<file path="config.mk">
export PLATFORM = sky130hd
export DESIGN_NAME = thermo_node_modbus_register_map
export DESIGN_NICKNAME = d
export VERILOG_FILES = /design/src/thermo_regs_pkg.sv /design/src/thermo_node_modbus_register_map.sv
export SDC_FILE = /design/constraint.sdc
export NUM_CORES = 1
export LEC_CHECK = 0
export BUFFER_PORTS_ARGS = -buffer_cell sky130_fd_sc_hd__buf_2
export CAP_MARGIN = 20
export CORE_MARGIN = 1.5
export CORE_UTILIZATION = 25
export CTS_CLUSTER_SIZE = 40
export DETAILED_ROUTE_END_ITERATION = 16
export PLACE_DENSITY_LB_ADDON = 0.15
export RECOVER_POWER = 50
export SYNTH_ARGS = -nofsm -noshare
export SYNTH_HDL_FRONTEND = slang
export SYNTH_SLANG_ARGS = --single-unit
</file>
<file path="constraint.sdc">
create_clock -name clk_sys -period 2.25 [get_ports clk_sys]
set_clock_uncertainty 0.15 [all_clocks]
set_input_delay 0.225 -clock clk_sys [delete_from_list [all_inputs] [get_ports clk_sys]]
set_output_delay 0.225 -clock clk_sys [all_outputs]
set_load 0.01 [all_outputs]
</file>
<file path="src/thermo_regs_pkg.sv">
// Purpose: constants and carrier types for the node register image
// Assumes: 16-bit word registers addressed by Modbus word offset
// Notes: identity value below is arbitrary
package thermo_regs_pkg;
   localparam logic [15:0] off_probe_type_code         = 16'h03e8;
   localparam logic [15:0] off_probe_temp_tenth_c      = 16'h03e9;
   localparam logic [15:0] off_ref_temp_tenth_c        = 16'h03ea;
   localparam logic [15:0] off_fault_board_missing     = 16'h03eb;
   localparam logic [15:0] off_fault_short_ground      = 16'h03ec;
   localparam logic [15:0] off_fault_probe_open        = 16'h03ed;
   localparam logic [15:0] off_probe_temp_c_float_hi   = 16'h03ee;
   localparam logic [15:0] off_probe_temp_c_float_lo   = 16'h03ef;
   localparam logic [15:0] off_probe_temp_tenth_f      = 16'h03f0;
   localparam logic [15:0] off_ref_temp_tenth_f        = 16'h03f1;
   localparam logic [15:0] off_probe_temp_f_float_hi   = 16'h03f2;
   localparam logic [15:0] off_probe_temp_f_float_lo   = 16'h03f3;
   localparam logic [15:0] off_system_status_code      = 16'h2702;
   localparam logic [15:0] off_mainboard_rev_major     = 16'h2703;
   localparam logic [15:0] off_mainboard_rev_minor     = 16'h2704;
   localparam logic [15:0] off_radio_rev_major         = 16'h2705;
   localparam logic [15:0] off_radio_rev_minor         = 16'h2706;
   localparam logic [15:0] off_node_address_hi         = 16'h2707;
   localparam logic [15:0] off_node_address_lo         = 16'h2708;
   localparam logic [15:0] off_slave_id_readback       = 16'h2709;
   localparam logic [15:0] off_last_packet_signal      = 16'h270a;
   localparam logic [15:0] off_supply_millivolts       = 16'h270b;
   localparam logic [15:0] off_timeout_minutes_left    = 16'h270c;
   localparam logic [15:0] off_cached_register_count   = 16'h270d;
   localparam logic [15:0] off_remote_device_kind      = 16'h270e;

   localparam logic [15:0] probe_kind_j        = 16'h0001;
   localparam logic [15:0] probe_kind_k        = 16'h0002;
   localparam logic [15:0] fail_high_int       = 16'h8000;
   localparam logic [31:0] float_pos_inf       = 32'h7f800000;
   localparam logic [15:0] status_no_error     = 16'h0000;
   localparam logic [15:0] status_low_power    = 16'h0001;
   localparam logic [15:0] status_read_failed  = 16'h0002;
   localparam logic [15:0] reset_word          = 16'h0000;
   localparam logic [15:0] unmapped_word       = 16'h0000;
   localparam logic [15:0] device_kind_default = 16'h00a5; // arbitrary value, names no real part
   localparam logic [15:0] cached_count_default = 16'h0019;

   localparam int clk_hz          = 25000000;
   localparam int checkin_seconds = 10;
   localparam int checkin_cycles  = clk_hz * checkin_seconds;
   localparam int minute_seconds  = 60;
   localparam int minute_cycles   = clk_hz * minute_seconds;
   localparam logic [15:0] timeout_minutes_default = 16'h003c;

   typedef struct packed {
      logic        probe_is_k;
      logic [15:0] probe_tenth_c;
      logic [15:0] ref_tenth_c;
      logic [15:0] probe_tenth_f;
      logic [15:0] ref_tenth_f;
      logic [31:0] probe_c_float;
      logic [31:0] probe_f_float;
      logic        board_missing;
      logic        short_ground;
      logic        probe_open;
   } sensor_sample_t;

   typedef struct packed {
      logic [15:0] main_major;
      logic [15:0] main_minor;
      logic [15:0] radio_major;
      logic [15:0] radio_minor;
      logic [31:0] node_address;
      logic [15:0] slave_id;
      logic [15:0] signal_strength;
      logic [15:0] supply_mv;
      logic        low_power;
   } system_info_t;
endpackage
</file>
<file path="src/thermo_node_modbus_register_map.sv">
// Purpose: read-only register image of a temperature node, read by word offset
// Assumes: inputs come from logic on clk_sys; read data is registered
// Notes: the image is refreshed once per check-in interval or on new data
`timescale 1ns/100ps
// How it works
// - offset 1000 reports 1 for J probe, 2 for K probe
// - offset 1001 holds probe temperature in signed tenths of Celsius
// - offset 1002 holds reference temperature in tenths of Celsius
// - offsets 1008/1009 hold probe and reference in tenths of Fahrenheit
// - probe Celsius float: high half 1006, low half 1007
// - probe Fahrenheit float: high half 1010, low half 1011
// - offset 1003 flags missing interface board
// - offset 1004 flags probe shorted to ground
// - offset 1005 flags open probe
// - any fault forces integer temperature words to 32768
// - any fault forces float pairs to positive infinity
// - status: 0 none, 1 low power, 2 failed read, 3 both
// - probe or board faults show as failed read in status
// - system words are 16 bits under the same slave identifier
// - revisions of mainboard and radio at 9987 through 9990
// - node address high at 9991, low radio identifier at 9992
// - offset 9994 reports last packet signal strength
// - offset 9995 reports supply millivolts unsigned
// - offset 9996 counts minutes to timeout, restarting on new data
// - offset 9997 reports number of cached registers
// - image refreshed once per check-in interval and on every new sample
module thermo_node_modbus_register_map
   import thermo_regs_pkg::*;
#(
   parameter int          checkin_count  = checkin_cycles,
   parameter int          minute_count   = minute_cycles,
   parameter logic [15:0] timeout_reload = timeout_minutes_default,
   parameter logic [15:0] cached_count   = cached_count_default,
   parameter logic [15:0] device_kind    = device_kind_default
) (
   // clock and reset
   input  wire logic           clk_sys,
   input  wire logic           srst,
   // sample and system sources
   input  wire sensor_sample_t sample,
   input  wire logic           sample_valid,
   input  wire system_info_t   sys_info,
   // register read port
   input  wire logic           rd_en,
   input  wire logic [15:0]    rd_addr,
   output logic [15:0]         rd_data,
   output logic                rd_valid,
   output logic                rd_hit,
   // refresh event
   output logic                image_refresh
);

   sensor_sample_t latest;
   sensor_sample_t image;
   system_info_t   sys_image;
   logic [31:0]    checkin_cnt;
   logic [31:0]    minute_cnt;
   logic [15:0]    minutes_left;
   logic           any_fault;
   logic [15:0]    status_word;
   logic [15:0]    next_rd_data;
   logic           next_rd_hit;

   // newest sample kept until the next check-in snapshot
   always_ff @(posedge clk_sys) begin
      if (srst) begin
         latest <= '0;
      end else if (sample_valid) begin
         latest <= sample;
      end
   end

   // check-in timer; a fresh sample also forces a check-in
   always_ff @(posedge clk_sys) begin
      if (srst) begin
         checkin_cnt   <= '0;
         image_refresh <= 1'b0;
      end else if (sample_valid || checkin_cnt == 32'(checkin_count - 1)) begin
         checkin_cnt   <= '0;
         image_refresh <= 1'b1;
      end else begin
         checkin_cnt   <= checkin_cnt + 32'd1;
         image_refresh <= 1'b0;
      end
   end

   // snapshot so a master never reads a half-updated float pair
   always_ff @(posedge clk_sys) begin
      if (srst) begin
         image     <= '0;
         sys_image <= '0;
      end else if (image_refresh) begin
         image     <= latest;
         sys_image <= sys_info;
      end
   end

   // timeout minute countdown, floors at zero
   always_ff @(posedge clk_sys) begin
      if (srst) begin
         minute_cnt   <= '0;
         minutes_left <= timeout_reload;
      end else if (sample_valid) begin
         minute_cnt   <= '0;
         minutes_left <= timeout_reload;
      end else if (minute_cnt == 32'(minute_count - 1)) begin
         minute_cnt <= '0;
         if (minutes_left != 16'h0000) begin
            minutes_left <= minutes_left - 16'h0001;
         end
      end else begin
         minute_cnt <= minute_cnt + 32'd1;
      end
   end

   assign any_fault = image.board_missing | image.short_ground | image.probe_open;
   assign status_word = (sys_image.low_power ? status_low_power : status_no_error)
                      | (any_fault ? status_read_failed : status_no_error);

   // read decode; unmapped offsets answer zero with rd_hit low
   always_comb begin
      next_rd_data = unmapped_word;
      next_rd_hit  = 1'b1;
      unique case (rd_addr)
         off_probe_type_code:       next_rd_data = image.probe_is_k ? probe_kind_k : probe_kind_j;
         off_probe_temp_tenth_c:    next_rd_data = any_fault ? fail_high_int : image.probe_tenth_c;
         off_ref_temp_tenth_c:      next_rd_data = any_fault ? fail_high_int : image.ref_tenth_c;
         off_fault_board_missing:   next_rd_data = {15'h0000, image.board_missing};
         off_fault_short_ground:    next_rd_data = {15'h0000, image.short_ground};
         off_fault_probe_open:      next_rd_data = {15'h0000, image.probe_open};
         off_probe_temp_c_float_hi:
            next_rd_data = any_fault ? float_pos_inf[31:16] : image.probe_c_float[31:16];
         off_probe_temp_c_float_lo:
            next_rd_data = any_fault ? float_pos_inf[15:0] : image.probe_c_float[15:0];
         off_probe_temp_tenth_f:    next_rd_data = any_fault ? fail_high_int : image.probe_tenth_f;
         off_ref_temp_tenth_f:      next_rd_data = any_fault ? fail_high_int : image.ref_tenth_f;
         off_probe_temp_f_float_hi:
            next_rd_data = any_fault ? float_pos_inf[31:16] : image.probe_f_float[31:16];
         off_probe_temp_f_float_lo:
            next_rd_data = any_fault ? float_pos_inf[15:0] : image.probe_f_float[15:0];
         off_system_status_code:    next_rd_data = status_word;
         off_mainboard_rev_major:   next_rd_data = sys_image.main_major;
         off_mainboard_rev_minor:   next_rd_data = sys_image.main_minor;
         off_radio_rev_major:       next_rd_data = sys_image.radio_major;
         off_radio_rev_minor:       next_rd_data = sys_image.radio_minor;
         off_node_address_hi:       next_rd_data = sys_image.node_address[31:16];
         off_node_address_lo:       next_rd_data = sys_image.node_address[15:0];
         off_slave_id_readback:     next_rd_data = sys_image.slave_id;
         off_last_packet_signal:    next_rd_data = sys_image.signal_strength;
         off_supply_millivolts:     next_rd_data = sys_image.supply_mv;
         off_timeout_minutes_left:  next_rd_data = minutes_left;
         off_cached_register_count: next_rd_data = cached_count;
         off_remote_device_kind:    next_rd_data = device_kind;
         default:                   next_rd_hit  = 1'b0;
      endcase
   end

   // registered read answer, one cycle after rd_en
   always_ff @(posedge clk_sys) begin
      if (srst) begin
         rd_data  <= reset_word;
         rd_valid <= 1'b0;
         rd_hit   <= 1'b0;
      end else begin
         rd_valid <= rd_en;
         if (rd_en) begin
            rd_data <= next_rd_data;
            rd_hit  <= next_rd_hit;
         end
      end
   end

endmodule // thermo_node_modbus_register_map

</file>
==> impl_results.html, run 1 <==
<table>
<tr><th>Metric</th><th>Value</th></tr>
<tr><th colspan="2">Placed design</th></tr>
<tr><td>Quantity of I/O buffers inserted on ports</td><td>315</td></tr>
<tr><td>Detailed placement HPWL</td><td>62.14 mm</td></tr>
<tr><td>Worst-case setup slack after placement</td><td>-608.7 ps</td></tr>
<tr><td>Global placer's final weighted congestion</td><td>0.8926</td></tr>
<tr><td>Total placed instance area</td><td>25330 µm²</td></tr>
<tr><th colspan="2">Timing</th></tr>
<tr><td>Number of hold violations in the final report</td><td>0</td></tr>
<tr><td>Setup repair after global routing missed its margin</td><td>yes</td></tr>
<tr><td>Worst setup margin</td><td>-195.4 ps</td></tr>
<tr><td>FMAX</td><td>408.9 MHz</td></tr>
<tr><td>Finish-stage setup viols</td><td>20</td></tr>
<tr><td>Max-Slew Margin vs Limit</td><td>0.2528</td></tr>
<tr><td>Final critical-path share of the clock period</td><td>1.087</td></tr>
<tr><td>Final Slew Violations</td><td>0</td></tr>
<tr><td>Slew at the pin closest to its max-slew limit</td><td>1121 ps</td></tr>
<tr><td>Clock period minus worst slack</td><td>2445 ps</td></tr>
<tr><th colspan="2">Floorplanning</th></tr>
<tr><td>I/O Pins</td><td>316</td></tr>
<tr><td>Die area</td><td>85640 µm²</td></tr>
<tr><td>Number of cell rows</td><td>106</td></tr>
<tr><td>Die width</td><td>292.6 µm</td></tr>
<tr><td>Chip height</td><td>292.6 µm</td></tr>
<tr><td>Core box area</td><td>83290 µm²</td></tr>
<tr><td>Initial core utilization</td><td>0.2518</td></tr>
<tr><th colspan="2">Layout</th></tr>
<tr><td>Cell area after layout</td><td>30350 µm²</td></tr>
<tr><td>Total number of nets in the final design</td><td>3238</td></tr>
<tr><td>Filler cell count</td><td>8404</td></tr>
<tr><td>Post-synthesis to final-layout area growth</td><td>44.72%</td></tr>
<tr><td>Final core utilization</td><td>0.3644</td></tr>
<tr><td>Fraction of final layout cells sized beyond drive strength 1</td><td>0.2308</td></tr>
<tr><th colspan="2">Detailed routing</th></tr>
<tr><td>DR WL met3</td><td>4.516 mm</td></tr>
<tr><td>Met2 layer wire length in the routed design</td><td>37.60 mm</td></tr>
<tr><td>Vias per std cell</td><td>4.651</td></tr>
<tr><td>Top Metal Used</td><td>met5</td></tr>
<tr><td>Pre-Repair DR Iteration Count</td><td>5</td></tr>
<tr><td>Detail-routed net length per standard cell</td><td>20.43 µm</td></tr>
<tr><td>Routed met1 length</td><td>37.44 mm</td></tr>
<tr><td>Number of DRC violations after detailed-routing iteration 0</td><td>1195</td></tr>
<tr><td>Remaining routing DRC violations</td><td>0</td></tr>
<tr><td>Antenna violation net count after detailed routing</td><td>0</td></tr>
<tr><td>Routed vias</td><td>18940</td></tr>
<tr><td>Wirelength, routed</td><td>83.17 mm</td></tr>
<tr><th colspan="2">Synthesis</th></tr>
<tr><td>Synthesized cell area</td><td>20970 µm²</td></tr>
<tr><td>Seq cells post-synth</td><td>508</td></tr>
<tr><td>Dominant combinational cell family by area after synthesis</td><td>multiplexers</td></tr>
<tr><td>Syn Nets</td><td>2486</td></tr>
<tr><td>Mean instance size in the synthesized netlist</td><td>9.599 µm²</td></tr>
<tr><td>Count of synthesis-stage warnings from yosys</td><td>0</td></tr>
<tr><td>Share of cell area taken by muxes after synthesis</td><td>0.2072</td></tr>
<tr><td>Complex-gate fraction of the synthesized area</td><td>0.07636</td></tr>
<tr><td>Count of flip-flops with a built-in enable after synthesis</td><td>0</td></tr>
<tr><td>Share of synthesized cell area in full adder, half adder and majority cells</td><td>0.002386</td></tr>
<tr><td>Unique masters post-synth</td><td>70</td></tr>
<tr><td>Post-synth ARST share</td><td>0</td></tr>
<tr><td>Syn Inst Count</td><td>2185</td></tr>
<tr><td>Xor and xnor fraction of the mapped netlist area</td><td>0.02798</td></tr>
<tr><td>Part of the Yosys area used for sequential elements</td><td>0.4849</td></tr>
<tr><td>Ys flop type</td><td>sky130_fd_sc_hd__dfxtp_1</td></tr>
<tr><td>Area share of and/or/nand/nor cells after synthesis</td><td>0.1738</td></tr>
<tr><th colspan="2">Worst setup path</th></tr>
<tr><td>Startpoint Class</td><td>flip-flop</td></tr>
<tr><td>Crit. Startpoint</td><td>minutes_left[2]</td></tr>
<tr><td>CP Max Fanout</td><td>8</td></tr>
<tr><td>Slack of the worst reg-to-reg path</td><td>-200 ps</td></tr>
<tr><td>Critical path's largest stage delay</td><td>530 ps</td></tr>
<tr><td>Critical Path Most Common Cell</td><td>sky130_fd_sc_hd__or4_4</td></tr>
<tr><td>Type of the setup path with the least slack</td><td>flip-flop to flip-flop</td></tr>
<tr><td>Critical path capture point type</td><td>flip-flop</td></tr>
<tr><td>Count of buffering cells on the critical path with inverters included</td><td>0</td></tr>
<tr><td>Startpoint of the lowest-slack register-to-register path</td><td>minutes_left[2]</td></tr>
<tr><td>CP cell instances</td><td>or4_4 -&gt; or3_4 -&gt; or4_4 -&gt; nand4_4 -&gt; nor3_1 -&gt; xnor2_1 -&gt; nor2_1</td></tr>
<tr><td>Worst path slowest cell</td><td>sky130_fd_sc_hd__or4_4</td></tr>
<tr><td>Worst Path Required</td><td>2590 ps</td></tr>
<tr><td>Top Family by Delay on Critical Path</td><td>simple AND/OR/NAND/NOR gates</td></tr>
<tr><td>Data arrival time at the worst-slack endpoint</td><td>2790 ps</td></tr>
<tr><th colspan="2">Global routing</th></tr>
<tr><td>First-pass GRT wire length</td><td>121.6 mm</td></tr>
<tr><td>Pin count of the biggest net entering global routing</td><td>187</td></tr>
<tr><td>Number of global-route vias before repair</td><td>18950</td></tr>
<tr><td>Global-route total usage across every layer</td><td>0.1896</td></tr>
<tr><td>Initial antenna violation count</td><td>18</td></tr>
<tr><td>Global route total overflow</td><td>0</td></tr>
<tr><th colspan="2">Power and ir drop</th></tr>
<tr><td>Total power density per cell area</td><td>720.3 nW/µm²</td></tr>
<tr><td>VDD IR max</td><td>0.4378 mV</td></tr>
<tr><td>Final total power</td><td>21860 µW</td></tr>
<tr><td>Standby leakage power</td><td>0.01249 µW</td></tr>
<tr><th colspan="2">CTS</th></tr>
<tr><td>TritonCTS clock tree</td><td>yes</td></tr>
<tr><td>Clock latency on the worst-skew pair</td><td>610 ps</td></tr>
<tr><td>Clock transition at the register clock pins on the worst setup and hold paths after CTS</td><td>60 ps</td></tr>
<tr><td>CTS H-tree depth</td><td>2</td></tr>
<tr><td>Clock Path Buffers</td><td>3</td></tr>
<tr><td>Clk sinks</td><td>508</td></tr>
<tr><td>Total clock buffers created by CTS</td><td>59</td></tr>
<tr><td>Master cell of the clock root buffer</td><td>sky130_fd_sc_hd__clkbuf_16</td></tr>
<tr><th colspan="2">Run</th></tr>
<tr><td>MaxCap Viol Count</td><td>0</td></tr>
<tr><th colspan="2">Hold path</th></tr>
<tr><td>Hold/Removal Path Class</td><td>primary input to flip-flop</td></tr>
<tr><td>Worst Min Path Start</td><td>rd_addr[3]</td></tr>
<tr><th colspan="2">Outcome</th></tr>
<tr><td>Failing checks</td><td>setup timing</td></tr>
<tr><td>Result of the run</td><td>finished with violations</td></tr>
</table>
-- what timing repair did --
item | in CTS | in global routing
pin swaps | 0 | 8
endpoints found under the setup margin | 20 | 27
hold buffers | 291 | 0
cloned | 0 | 0
hold endpoints to repair | 286 | 0
gates resized for setup | 5 | 15
buffers inserted | 1 | 6
-- cell type report --
class / instances / area [µm²] / share of cell area
clock buffers: 85 / 1727 / 0.05688
repair buffers: 832 / 6336 / 0.2087
diodes: 7 / 17.52 / 0.0005771
clock inverters: 24 / 334.1 / 0.01101
multi-input cells: 1529 / 10380 / 0.3420
flip-flops and latches: 508 / 10180 / 0.3354
well taps: 1080 / 1351 / 0.04452
inverters: 7 / 26.28 / 0.0008656
-- metal layers --
layer	vias up	global-route usage
met3	150	0.03635
met1	9008	0.2469
met5	-	0
met4	18	0.07974
li1	9204	-
met2	558	0.3057
-- kinds of logic (layout without fill, tap and decap cells) --
group / count (synthesis) / in the layout
compound gates: 213 / 213
fa+ha+maj: 4 / 4
flops: 508 / 508
simple gates: 818 / 818
mux: 427 / 427
xor+xnor: 67 / 67
other cells: 0 / 7
buf+inv: 148 / 948
-- state kept, by name, indices dropped and copies added (netlist names) --
register,cells
checkin_cnt,32
image,132
image_refresh,1
latest,132
minute_cnt,32
minutes_left,16
rd_data,16
rd_hit,1
rd_valid,1
sys_image,145
-- where the power goes --
part | switching, µW | leakage, µW | total, µW | internal (µW)
Sequential | 258 | 0.00415 | 9590 | 9330
Clock | 3970 | 0.00102 | 10200 | 6220
Combinational | 987 | 0.00732 | 2090 | 1100
-- tightest hold or removal path, cell delays in order --
cell and delay [ps]:
sky130_fd_sc_hd__buf_2 170, sky130_fd_sc_hd__nand2_1 60, sky130_fd_sc_hd__o21ai_0 90, sky130_fd_sc_hd__a22oi_1 90
sky130_fd_sc_hd__nand3_1 90, sky130_fd_sc_hd__a2bb2oi_1 140
-- path summary, 6_finish.rpt --
path              cells past startpoint          endpoint
setup / recovery                      7  minutes_left[11]
hold / removal                        6        rd_data[0]
setup reg to reg                      7  minutes_left[11]
hold reg to reg                       1    checkin_cnt[0]
-- through the flow --
step / setup TNS [ps] / instances / hold slack, ps
6_report: -2496 / 4072 / 152.0
2_1_floorplan: -741.8 / 2185 / 170.6
3_5_place_dp: -9271 / 3659 / 281.9
4_1_cts: -1932 / 4060 / 117.3
5_1_grt: -4073 / 4072 / 207.5
3_3_place_gp: -8982 / 3659 / 274.5
-- placed cells by master (no fill, tap or decap), drive strengths merged, types with 7 or more instances in the layout --
cell type,n
a22oi,38
xor2,41
nor3,29
nor2,528
a21oi,37
bufinv,8
or3,16
xnor2,26
a22o,22
nor4,14
a221oi,13
dfxtp,508
clkbuf,100
dlygate4sd3,291
buf,526
inv,8
diode,7
a2bb2oi,7
a32oi,7
a222oi,20
nor2b,14
mux2i,415
o21ai,26
nand3,39
mux2,7
and3,9
nand2b,9
nand2,89
and2,10
clkinv,14
nand4,22
-- cell usage after synthesis (all sizes together), types with 26 or more instances --
cell type	n	area share
xnor2	26	0.011
nand3	39	0.0095
clkbuf	80	0.014
nor2	528	0.094
buf	61	0.012
a21oi	37	0.0088
dfxtp	508	0.48
nand2	89	0.016
xor2	41	0.017
mux2i	415	0.20
nor3	29	0.0076
a22oi	38	0.014
o21ai	26	0.0062
Note: power is estimated with default switching activity, not from simulation.
==> run 2, diff against run 1 <==
Settings changed: CORE_ASPECT_RATIO set to 0.6.
==> impl_results.html, run 2 (same netlist as run 1, synthesis figures left out) <==
<table>
<tr><th>Metric</th><th>Value</th></tr>
<tr><th colspan="2">Worst setup path</th></tr>
<tr><td>CP Max Fanout</td><td>4 (was 8)</td></tr>
<tr><td>Type of the setup path with the least slack</td><td>flip-flop to flip-flop (unchanged)</td></tr>
<tr><td>Critical path's largest stage delay</td><td>530 ps (about the same)</td></tr>
<tr><td>Critical path capture point type</td><td>flip-flop (unchanged)</td></tr>
<tr><td>Worst Path Required</td><td>2600 ps (was 2590 ps)</td></tr>
<tr><td>Data arrival time at the worst-slack endpoint</td><td>2880 ps (was 2790 ps)</td></tr>
<tr><td>CP cell instances</td><td>or4_4 -&gt; or3_4 -&gt; or4_4 -&gt; buf_4 -&gt; buf_6 -&gt; nand3_4 -&gt; or3_4 -&gt; a21oi_2 (was or4_4 -&gt; or3_4 -&gt; or4_4 -&gt; nand4_4 -&gt; nor3_1 -&gt; xnor2_1 -&gt; nor2_1)</td></tr>
<tr><td>Worst path slowest cell</td><td>sky130_fd_sc_hd__or4_4 (unchanged)</td></tr>
<tr><td>Startpoint Class</td><td>flip-flop (unchanged)</td></tr>
<tr><th colspan="2">Layout</th></tr>
<tr><td>Fraction of final layout cells sized beyond drive strength 1</td><td>0.2390 (was 0.2308)</td></tr>
<tr><td>Total area of multi-input combinational cells</td><td>10550 µm² (was 10380 µm²)</td></tr>
<tr><td>Leading cell type in the layout, fill and taps excluded</td><td>sky130_fd_sc_hd__nor2_1 (unchanged)</td></tr>
<tr><td>Registers with the most flip-flops</td><td>sys_image x145, image x132, latest x132 (unchanged)</td></tr>
<tr><td>Largest reg by FF count</td><td>sys_image (unchanged)</td></tr>
<tr><td>Final non-filler cell total</td><td>4143 (was 4072)</td></tr>
<tr><td>Sequential Area</td><td>10190 µm² (was 10180 µm²)</td></tr>
<tr><td>Flip-flop count of the largest register after layout</td><td>145 (unchanged)</td></tr>
<tr><td>Post-synthesis to final-layout area growth</td><td>45.83% (was 44.72%)</td></tr>
<tr><td>Total number of nets in the final design</td><td>3267 (was 3238)</td></tr>
<tr><td>Most used cells in the layout excluding fill and tap cells</td><td>sky130_fd_sc_hd__nor2_1 (523), sky130_fd_sc_hd__dfxtp_1 (496), sky130_fd_sc_hd__mux2i_1 (413), sky130_fd_sc_hd__dlygate4sd3_1 (311), sky130_fd_sc_hd__buf_2 (297) (was sky130_fd_sc_hd__nor2_1 (525), sky130_fd_sc_hd__dfxtp_1 (502), sky130_fd_sc_hd__mux2i_1 (415), sky130_fd_sc_hd__buf_2 (309), sky130_fd_sc_hd__dlygate4sd3_1 (291))</td></tr>
<tr><td>Filler cell count</td><td>8493 (was 8404)</td></tr>
<tr><th colspan="2">CTS</th></tr>
<tr><td>TritonCTS clock tree</td><td>yes (unchanged)</td></tr>
<tr><td>Master cell of the clock root buffer</td><td>sky130_fd_sc_hd__clkbuf_16 (unchanged)</td></tr>
<tr><td>CTS H-tree depth</td><td>2 (unchanged)</td></tr>
<tr><td>Total clock buffers created by CTS</td><td>53 (was 59)</td></tr>
<tr><td>Clock latency on the worst-skew pair</td><td>630 ps (was 610 ps)</td></tr>
<tr><td>Clock Path Buffers</td><td>3 (unchanged)</td></tr>
<tr><td>Clock transition at the register clock pins on the worst setup and hold paths after CTS</td><td>60 ps (about the same)</td></tr>
<tr><td>Clk sinks</td><td>508 (unchanged)</td></tr>
<tr><th colspan="2">Run</th></tr>
<tr><td>MaxCap Viol Count</td><td>0 (unchanged)</td></tr>
<tr><th colspan="2">Detailed routing</th></tr>
<tr><td>Remaining routing DRC violations</td><td>0 (unchanged)</td></tr>
<tr><td>Wirelength, routed</td><td>87.29 mm (was 83.17 mm)</td></tr>
<tr><td>Number of DRC violations after detailed-routing iteration 0</td><td>1423 (was 1195)</td></tr>
<tr><td>Pre-Repair DR Iteration Count</td><td>5 (unchanged)</td></tr>
<tr><td>Detail-routed net length per standard cell</td><td>21.07 µm (was 20.43 µm)</td></tr>
<tr><td>Routed vias</td><td>18940 (about the same)</td></tr>
<tr><td>Vias per std cell</td><td>4.572 (was 4.651)</td></tr>
<tr><td>Antenna violation net count after detailed routing</td><td>0 (unchanged)</td></tr>
<tr><th colspan="2">Global routing</th></tr>
<tr><td>Global-route total usage across every layer</td><td>0.1979 (was 0.1896)</td></tr>
<tr><td>Global route total overflow</td><td>0 (unchanged)</td></tr>
<tr><td>Pin count of the biggest net entering global routing</td><td>169 (was 187)</td></tr>
<tr><td>Number of global-route vias before repair</td><td>18430 (was 18950)</td></tr>
<tr><td>First-pass GRT wire length</td><td>124.1 mm (was 121.6 mm)</td></tr>
<tr><td>Initial antenna violation count</td><td>6 (was 18)</td></tr>
<tr><th colspan="2">Floorplanning</th></tr>
<tr><td>Die width</td><td>376.9 µm (was 292.6 µm)</td></tr>
<tr><td>Initial core utilization</td><td>0.2518 (about the same)</td></tr>
<tr><td>Chip height</td><td>227.4 µm (was 292.6 µm)</td></tr>
<tr><td>Die area</td><td>85700 µm² (was 85640 µm²)</td></tr>
<tr><td>Core box area</td><td>83310 µm² (was 83290 µm²)</td></tr>
<tr><td>I/O Pins</td><td>316 (unchanged)</td></tr>
<tr><td>Number of cell rows</td><td>82 (was 106)</td></tr>
<tr><th colspan="2">Placed design</th></tr>
<tr><td>Detailed placement HPWL</td><td>66.21 mm (was 62.14 mm)</td></tr>
<tr><td>Global placer's final weighted congestion</td><td>0.8717 (was 0.8926)</td></tr>
<tr><td>Placed cell count</td><td>3725 (was 3659)</td></tr>
<tr><td>Quantity of I/O buffers inserted on ports</td><td>315 (unchanged)</td></tr>
<tr><th colspan="2">Power and ir drop</th></tr>
<tr><td>VDD IR max</td><td>0.5218 mV (was 0.4378 mV)</td></tr>
<tr><td>Total power density per cell area</td><td>681.4 nW/µm² (was 720.3 nW/µm²)</td></tr>
<tr><td>Standby leakage power</td><td>0.01254 µW (was 0.01249 µW)</td></tr>
<tr><th colspan="2">Timing</th></tr>
<tr><td>Clock period minus worst slack</td><td>2526 ps (was 2445 ps)</td></tr>
<tr><td>Finish-stage setup viols</td><td>17 (was 20)</td></tr>
<tr><td>Setup repair after global routing missed its margin</td><td>yes (unchanged)</td></tr>
<tr><td>Slew at the pin closest to its max-slew limit</td><td>1360 ps (was 1121 ps)</td></tr>
<tr><td>Final Slew Violations</td><td>0 (unchanged)</td></tr>
<tr><td>Max-Slew Margin vs Limit</td><td>0.09308 (was 0.2528)</td></tr>
<tr><td>Worst setup margin</td><td>-276.4 ps (was -195.4 ps)</td></tr>
<tr><td>FMAX</td><td>395.8 MHz (was 408.9 MHz)</td></tr>
<tr><td>Final critical-path share of the clock period</td><td>1.123 (was 1.087)</td></tr>
<tr><td>Number of hold violations in the final report</td><td>0 (unchanged)</td></tr>
<tr><td>Worst hold margin</td><td>202.2 ps (was 152.0 ps)</td></tr>
<tr><th colspan="2">Hold path</th></tr>
<tr><td>Hold/Removal Path Class</td><td>primary input to flip-flop (unchanged)</td></tr>
<tr><th colspan="2">Outcome</th></tr>
<tr><td>Result of the run</td><td>finished with violations (unchanged)</td></tr>
<tr><td>Failing checks</td><td>setup timing (unchanged)</td></tr>
</table>
## run 2: cell types whose count changed in the layout (fill, tap and decap cells not counted), sizes merged
cell         delta
clkinvlp        +3
inv             +2
nand3           +1
bufinv          -4
buf             +6
diode           -6
clkbuf          -6
dlygate4sd3    +20
clkinv          +1
## run 2: metrics by stage
| step | setup TNS (ps) | setup slack, ps | utilization | power, µW | area (µm²) |
|---|---|---|---|---|---|
| floorplan | -741.8 | -76.69 | - | 10610 | 21010 |
| global placement | -11900 | -550.6 | 0.3061 | 11520 | 25500 |
| detailed placement | -13040 | -611.1 | 0.3061 | 11550 | 25500 |
| CTS | -2278 | -194.4 | 0.3657 | 21160 | 30460 |
| global route | -4221 | -309.4 | 0.3671 | 21670 | 30580 |
| finish | -3280 | -276.4 | 0.3671 | 20840 | 30590 |
## run 2: report_power, final
part           leakage (µW)  internal [µW]  switching [µW]
clock              0.000866           5130            3950
sequential          0.00415           9330             273
combinational       0.00753           1130            1020
## run 2: cell type report
class	count	share of cell area
tap	1134	0.04639
clock inverter	26	0.008672
multi-input combinational	1530	0.3448
sequential	508	0.3332
timing repair buffer	866	0.2171
antenna	1	0.00008181
inverter	7	0.0008590
clock buffer	71	0.04884
## run 2: metal layers
layer	GRT usage	share of wire	up-vias
met1	0.2919	0.50	9167
met2	0.2922	0.42	436
met5	0	0.00025	-
met3	0.04102	0.058	96
li1	-	-	9239
met4	0.04501	0.020	4
## run 2: worst max-delay path, delay by kind of cell (launching register included)
family	cells	cell delay, ps
compound gates	1	40
flops	1	320
buf+inv	2	280
simple gates	5	1620
## run 2: timing repair
| action | CTS | global route |
|---|---|---|
| gates cloned | 1 | 0 |
| hold buffers | 311 | 0 |
| pin swaps | 6 | 25 |
| endpoints found under the setup margin | 54 | 91 |
| gates resized for setup | 14 | 52 |
| endpoints found under the hold margin | 287 | 0 |
| buffers inserted | 1 | 7 |
## run 2: final timing paths
kind                                       from               to  slack (ps)  depth (start not counted)
worst max-delay path            minutes_left[2]  minutes_left[8]        -280                          8
worst min-delay path                 rd_addr[2]       rd_data[1]         200                          5
worst max register to register  minutes_left[2]  minutes_left[8]        -280                          8
worst min register to register   checkin_cnt[0]   checkin_cnt[0]         300                          1
==> run 3, diff against run 2 <==
Settings changed: PLACE_DENSITY_LB_ADDON 0.15 to 0.05, SETUP_SLACK_MARGIN set to 0.05.
==> impl_results.html, run 3 (same netlist as run 1, synthesis figures left out) <==
<table>
<tr><th>Metric</th><th>Value</th></tr>
<tr><th colspan="2">Timing</th></tr>
<tr><td>Max-Slew Margin vs Limit</td><td>0.04288 (was 0.09308)</td></tr>
<tr><td>Number of hold violations in the final report</td><td>0 (unchanged)</td></tr>
<tr><td>Clock period minus worst slack</td><td>2472 ps (was 2526 ps)</td></tr>
<tr><td>Setup repair after global routing missed its margin</td><td>yes (unchanged)</td></tr>
<tr><td>Slew at the pin closest to its max-slew limit</td><td>1436 ps (was 1360 ps)</td></tr>
<tr><td>FMAX</td><td>404.5 MHz (was 395.8 MHz)</td></tr>
<tr><td>Final critical-path share of the clock period</td><td>1.099 (was 1.123)</td></tr>
<tr><td>Worst setup margin</td><td>-222.2 ps (was -276.4 ps)</td></tr>
<tr><td>Final Slew Violations</td><td>0 (unchanged)</td></tr>
<tr><td>Finish-stage setup viols</td><td>38 (was 17)</td></tr>
<tr><td>Total negative slack for setup checks</td><td>-4016 ps (was -3280 ps)</td></tr>
<tr><td>Worst hold margin</td><td>219.1 ps (was 202.2 ps)</td></tr>
<tr><th colspan="2">Detailed routing</th></tr>
<tr><td>Vias per std cell</td><td>4.568 (was 4.572)</td></tr>
<tr><td>Remaining routing DRC violations</td><td>0 (unchanged)</td></tr>
<tr><td>Pre-Repair DR Iteration Count</td><td>7 (was 5)</td></tr>
<tr><td>Top Metal Used</td><td>met5 (unchanged)</td></tr>
<tr><td>Met2 layer wire length in the routed design</td><td>37.59 mm (was 36.52 mm)</td></tr>
<tr><td>Routed vias</td><td>19230 (was 18940)</td></tr>
<tr><td>Wirelength, routed</td><td>90.78 mm (was 87.29 mm)</td></tr>
<tr><td>Detail-routed net length per standard cell</td><td>21.56 µm (was 21.07 µm)</td></tr>
<tr><td>Antenna violation net count after detailed routing</td><td>0 (unchanged)</td></tr>
<tr><td>Routed met1 length</td><td>46.67 mm (was 43.97 mm)</td></tr>
<tr><td>DR WL met3</td><td>5.400 mm (was 5.068 mm)</td></tr>
<tr><td>Number of DRC violations after detailed-routing iteration 0</td><td>1353 (was 1423)</td></tr>
<tr><th colspan="2">Floorplanning</th></tr>
<tr><td>Die area</td><td>85700 µm² (unchanged)</td></tr>
<tr><td>I/O Pins</td><td>316 (unchanged)</td></tr>
<tr><td>Number of cell rows</td><td>82 (unchanged)</td></tr>
<tr><td>Die width</td><td>376.9 µm (unchanged)</td></tr>
<tr><td>Initial core utilization</td><td>0.2518 (unchanged)</td></tr>
<tr><td>Core box area</td><td>83310 µm² (unchanged)</td></tr>
<tr><td>Chip height</td><td>227.4 µm (unchanged)</td></tr>
<tr><th colspan="2">CTS</th></tr>
<tr><td>Total clock buffers created by CTS</td><td>53 (unchanged)</td></tr>
<tr><td>CTS H-tree depth</td><td>2 (unchanged)</td></tr>
<tr><td>Master cell of the clock root buffer</td><td>sky130_fd_sc_hd__clkbuf_16 (unchanged)</td></tr>
<tr><td>Clock transition at the register clock pins on the worst setup and hold paths after CTS</td><td>60 ps (about the same)</td></tr>
<tr><td>TritonCTS clock tree</td><td>yes (unchanged)</td></tr>
<tr><td>Clock Path Buffers</td><td>3 (unchanged)</td></tr>
<tr><td>Clk sinks</td><td>508 (unchanged)</td></tr>
<tr><td>Clock latency on the worst-skew pair</td><td>630 ps (about the same)</td></tr>
<tr><th colspan="2">Worst setup path</th></tr>
<tr><td>Worst Path Required</td><td>2610 ps (was 2600 ps)</td></tr>
<tr><td>Startpoint Class</td><td>flip-flop (unchanged)</td></tr>
<tr><td>Data arrival time at the worst-slack endpoint</td><td>2830 ps (was 2880 ps)</td></tr>
<tr><td>CP Max Fanout</td><td>8 (was 4)</td></tr>
<tr><td>Type of the setup path with the least slack</td><td>flip-flop to flip-flop (unchanged)</td></tr>
<tr><td>Critical path capture point type</td><td>flip-flop (unchanged)</td></tr>
<tr><th colspan="2">Power and ir drop</th></tr>
<tr><td>Standby leakage power</td><td>0.01298 µW (was 0.01254 µW)</td></tr>
<tr><td>VDD IR max</td><td>0.5511 mV (was 0.5218 mV)</td></tr>
<tr><td>Final total power</td><td>20460 µW (was 20840 µW)</td></tr>
<tr><td>Total power density per cell area</td><td>647.6 nW/µm² (was 681.4 nW/µm²)</td></tr>
<tr><th colspan="2">Outcome</th></tr>
<tr><td>Result of the run</td><td>finished with violations (unchanged)</td></tr>
<tr><td>Failing checks</td><td>setup timing (unchanged)</td></tr>
<tr><th colspan="2">Layout</th></tr>
<tr><td>Flip-flop count of the largest register after layout</td><td>145 (unchanged)</td></tr>
<tr><td>Leading cell type in the layout, fill and taps excluded</td><td>sky130_fd_sc_hd__nor2_1 (unchanged)</td></tr>
<tr><td>Most used cells in the layout excluding fill and tap cells</td><td>sky130_fd_sc_hd__nor2_1 (499), sky130_fd_sc_hd__dfxtp_1 (498), sky130_fd_sc_hd__mux2i_1 (415), sky130_fd_sc_hd__dlygate4sd3_1 (353), sky130_fd_sc_hd__buf_2 (309) (was sky130_fd_sc_hd__nor2_1 (523), sky130_fd_sc_hd__dfxtp_1 (496), sky130_fd_sc_hd__mux2i_1 (413), sky130_fd_sc_hd__dlygate4sd3_1 (311), sky130_fd_sc_hd__buf_2 (297))</td></tr>
<tr><td>Total number of nets in the final design</td><td>3337 (was 3267)</td></tr>
<tr><td>Largest reg by FF count</td><td>sys_image (unchanged)</td></tr>
<tr><td>Fraction of final layout cells sized beyond drive strength 1</td><td>0.2530 (was 0.2390)</td></tr>
<tr><td>Filler cell count</td><td>8456 (was 8493)</td></tr>
<tr><td>Post-synthesis to final-layout area growth</td><td>50.62% (was 45.83%)</td></tr>
<tr><td>Registers with the most flip-flops</td><td>sys_image x145, image x132, latest x132 (unchanged)</td></tr>
<tr><th colspan="2">Run</th></tr>
<tr><td>MaxCap Viol Count</td><td>0 (unchanged)</td></tr>
<tr><th colspan="2">Placed design</th></tr>
<tr><td>Detailed placement HPWL</td><td>68.05 mm (was 66.21 mm)</td></tr>
<tr><td>Quantity of I/O buffers inserted on ports</td><td>315 (unchanged)</td></tr>
<tr><td>Global placer's final weighted congestion</td><td>0.8593 (was 0.8717)</td></tr>
<tr><th colspan="2">Global routing</th></tr>
<tr><td>Number of global-route vias before repair</td><td>18520 (was 18430)</td></tr>
<tr><td>Global-route total usage across every layer</td><td>0.2052 (was 0.1979)</td></tr>
<tr><td>Pin count of the biggest net entering global routing</td><td>124 (was 169)</td></tr>
<tr><td>Initial antenna violation count</td><td>5 (was 6)</td></tr>
<tr><td>Global route total overflow</td><td>0 (unchanged)</td></tr>
<tr><td>First-pass GRT wire length</td><td>127.8 mm (was 124.1 mm)</td></tr>
<tr><th colspan="2">Hold path</th></tr>
<tr><td>Hold/Removal Path Class</td><td>primary input to flip-flop (unchanged)</td></tr>
</table>
run 3: cell types whose count changed in the layout (fill, tap and decap cells not counted), sizes merged, moves of 4 or more:
cell / change
dlygate4sd3: +42
buf: +38
clkinv: -7
bufinv: -4
clkbuf: +4
run 3: path summary, 6_finish.rpt:
path / from / to / slack [ps] / cells past startpoint
worst max register to register: minutes_left[2] / minutes_left[9] / -220 / 7
worst min-delay path: sample[128] / latest[128] / 220 / 4
worst min register to register: checkin_cnt[0] / checkin_cnt[0] / 300 / 1
worst max-delay path: minutes_left[2] / minutes_left[9] / -220 / 7
run 3: layout make-up:
| class | count | area, µm² | area share |
|---|---|---|---|
| antenna | 1 | 2.502 | 0.00007921 |
| clock buffer | 85 | 1578 | 0.04994 |
| clock inverter | 9 | 58.81 | 0.001861 |
| inverter | 7 | 26.28 | 0.0008317 |
| multi-input combinational | 1530 | 10760 | 0.3406 |
| sequential | 508 | 10180 | 0.3224 |
| tap | 1134 | 1419 | 0.04491 |
| timing repair buffer | 936 | 7561 | 0.2393 |
run 3: per-layer routing:
layer / vias to the layer above / track usage
met5: - / 0
met4: 2 / 0.03512
met3: 84 / 0.03815
met2: 474 / 0.2984
met1: 9284 / 0.3132
li1: 9387 / -
run 3: per-stage QoR:
stage | std cells | setup slack (ps) | cell area, µm² | utilization
after floorplan | 2185 | -76.69 | 21020 | -
after global placement | 3738 | -567.9 | 25720 | 0.3088
after detailed placement | 3738 | -601.0 | 25720 | 0.3088
after CTS | 4193 | -195.5 | 31120 | 0.3736
after global routing | 4209 | -303.0 | 31590 | 0.3792
final | 4210 | -222.2 | 31590 | 0.3792
run 3: worst max-delay path, stage by stage, from the launching register on:
cell and delay [ps]:
sky130_fd_sc_hd__dfxtp_2 320, sky130_fd_sc_hd__or4_4 540, sky130_fd_sc_hd__or3_4 380, sky130_fd_sc_hd__or4_4 490
sky130_fd_sc_hd__nand4_4 180, sky130_fd_sc_hd__nor3_2 70, sky130_fd_sc_hd__xnor2_1 170, sky130_fd_sc_hd__nor2_1 50
run 3: repair_timing:
action,in CTS,in global routing
endpoints found under the hold margin,289,0
setup endpoints to repair,57,107
pin swaps,9,55
gates cloned,3,4
setup buffers,5,12
hold buffers,353,0
gates resized for setup,28,103
run 3: where the power goes:
| group | switching [µW] | internal, µW | total (µW) |
|---|---|---|---|
| Sequential | 274 | 9330 | 9610 |
| Clock | 3790 | 4770 | 8560 |
| Combinational | 1060 | 1230 | 2290 |
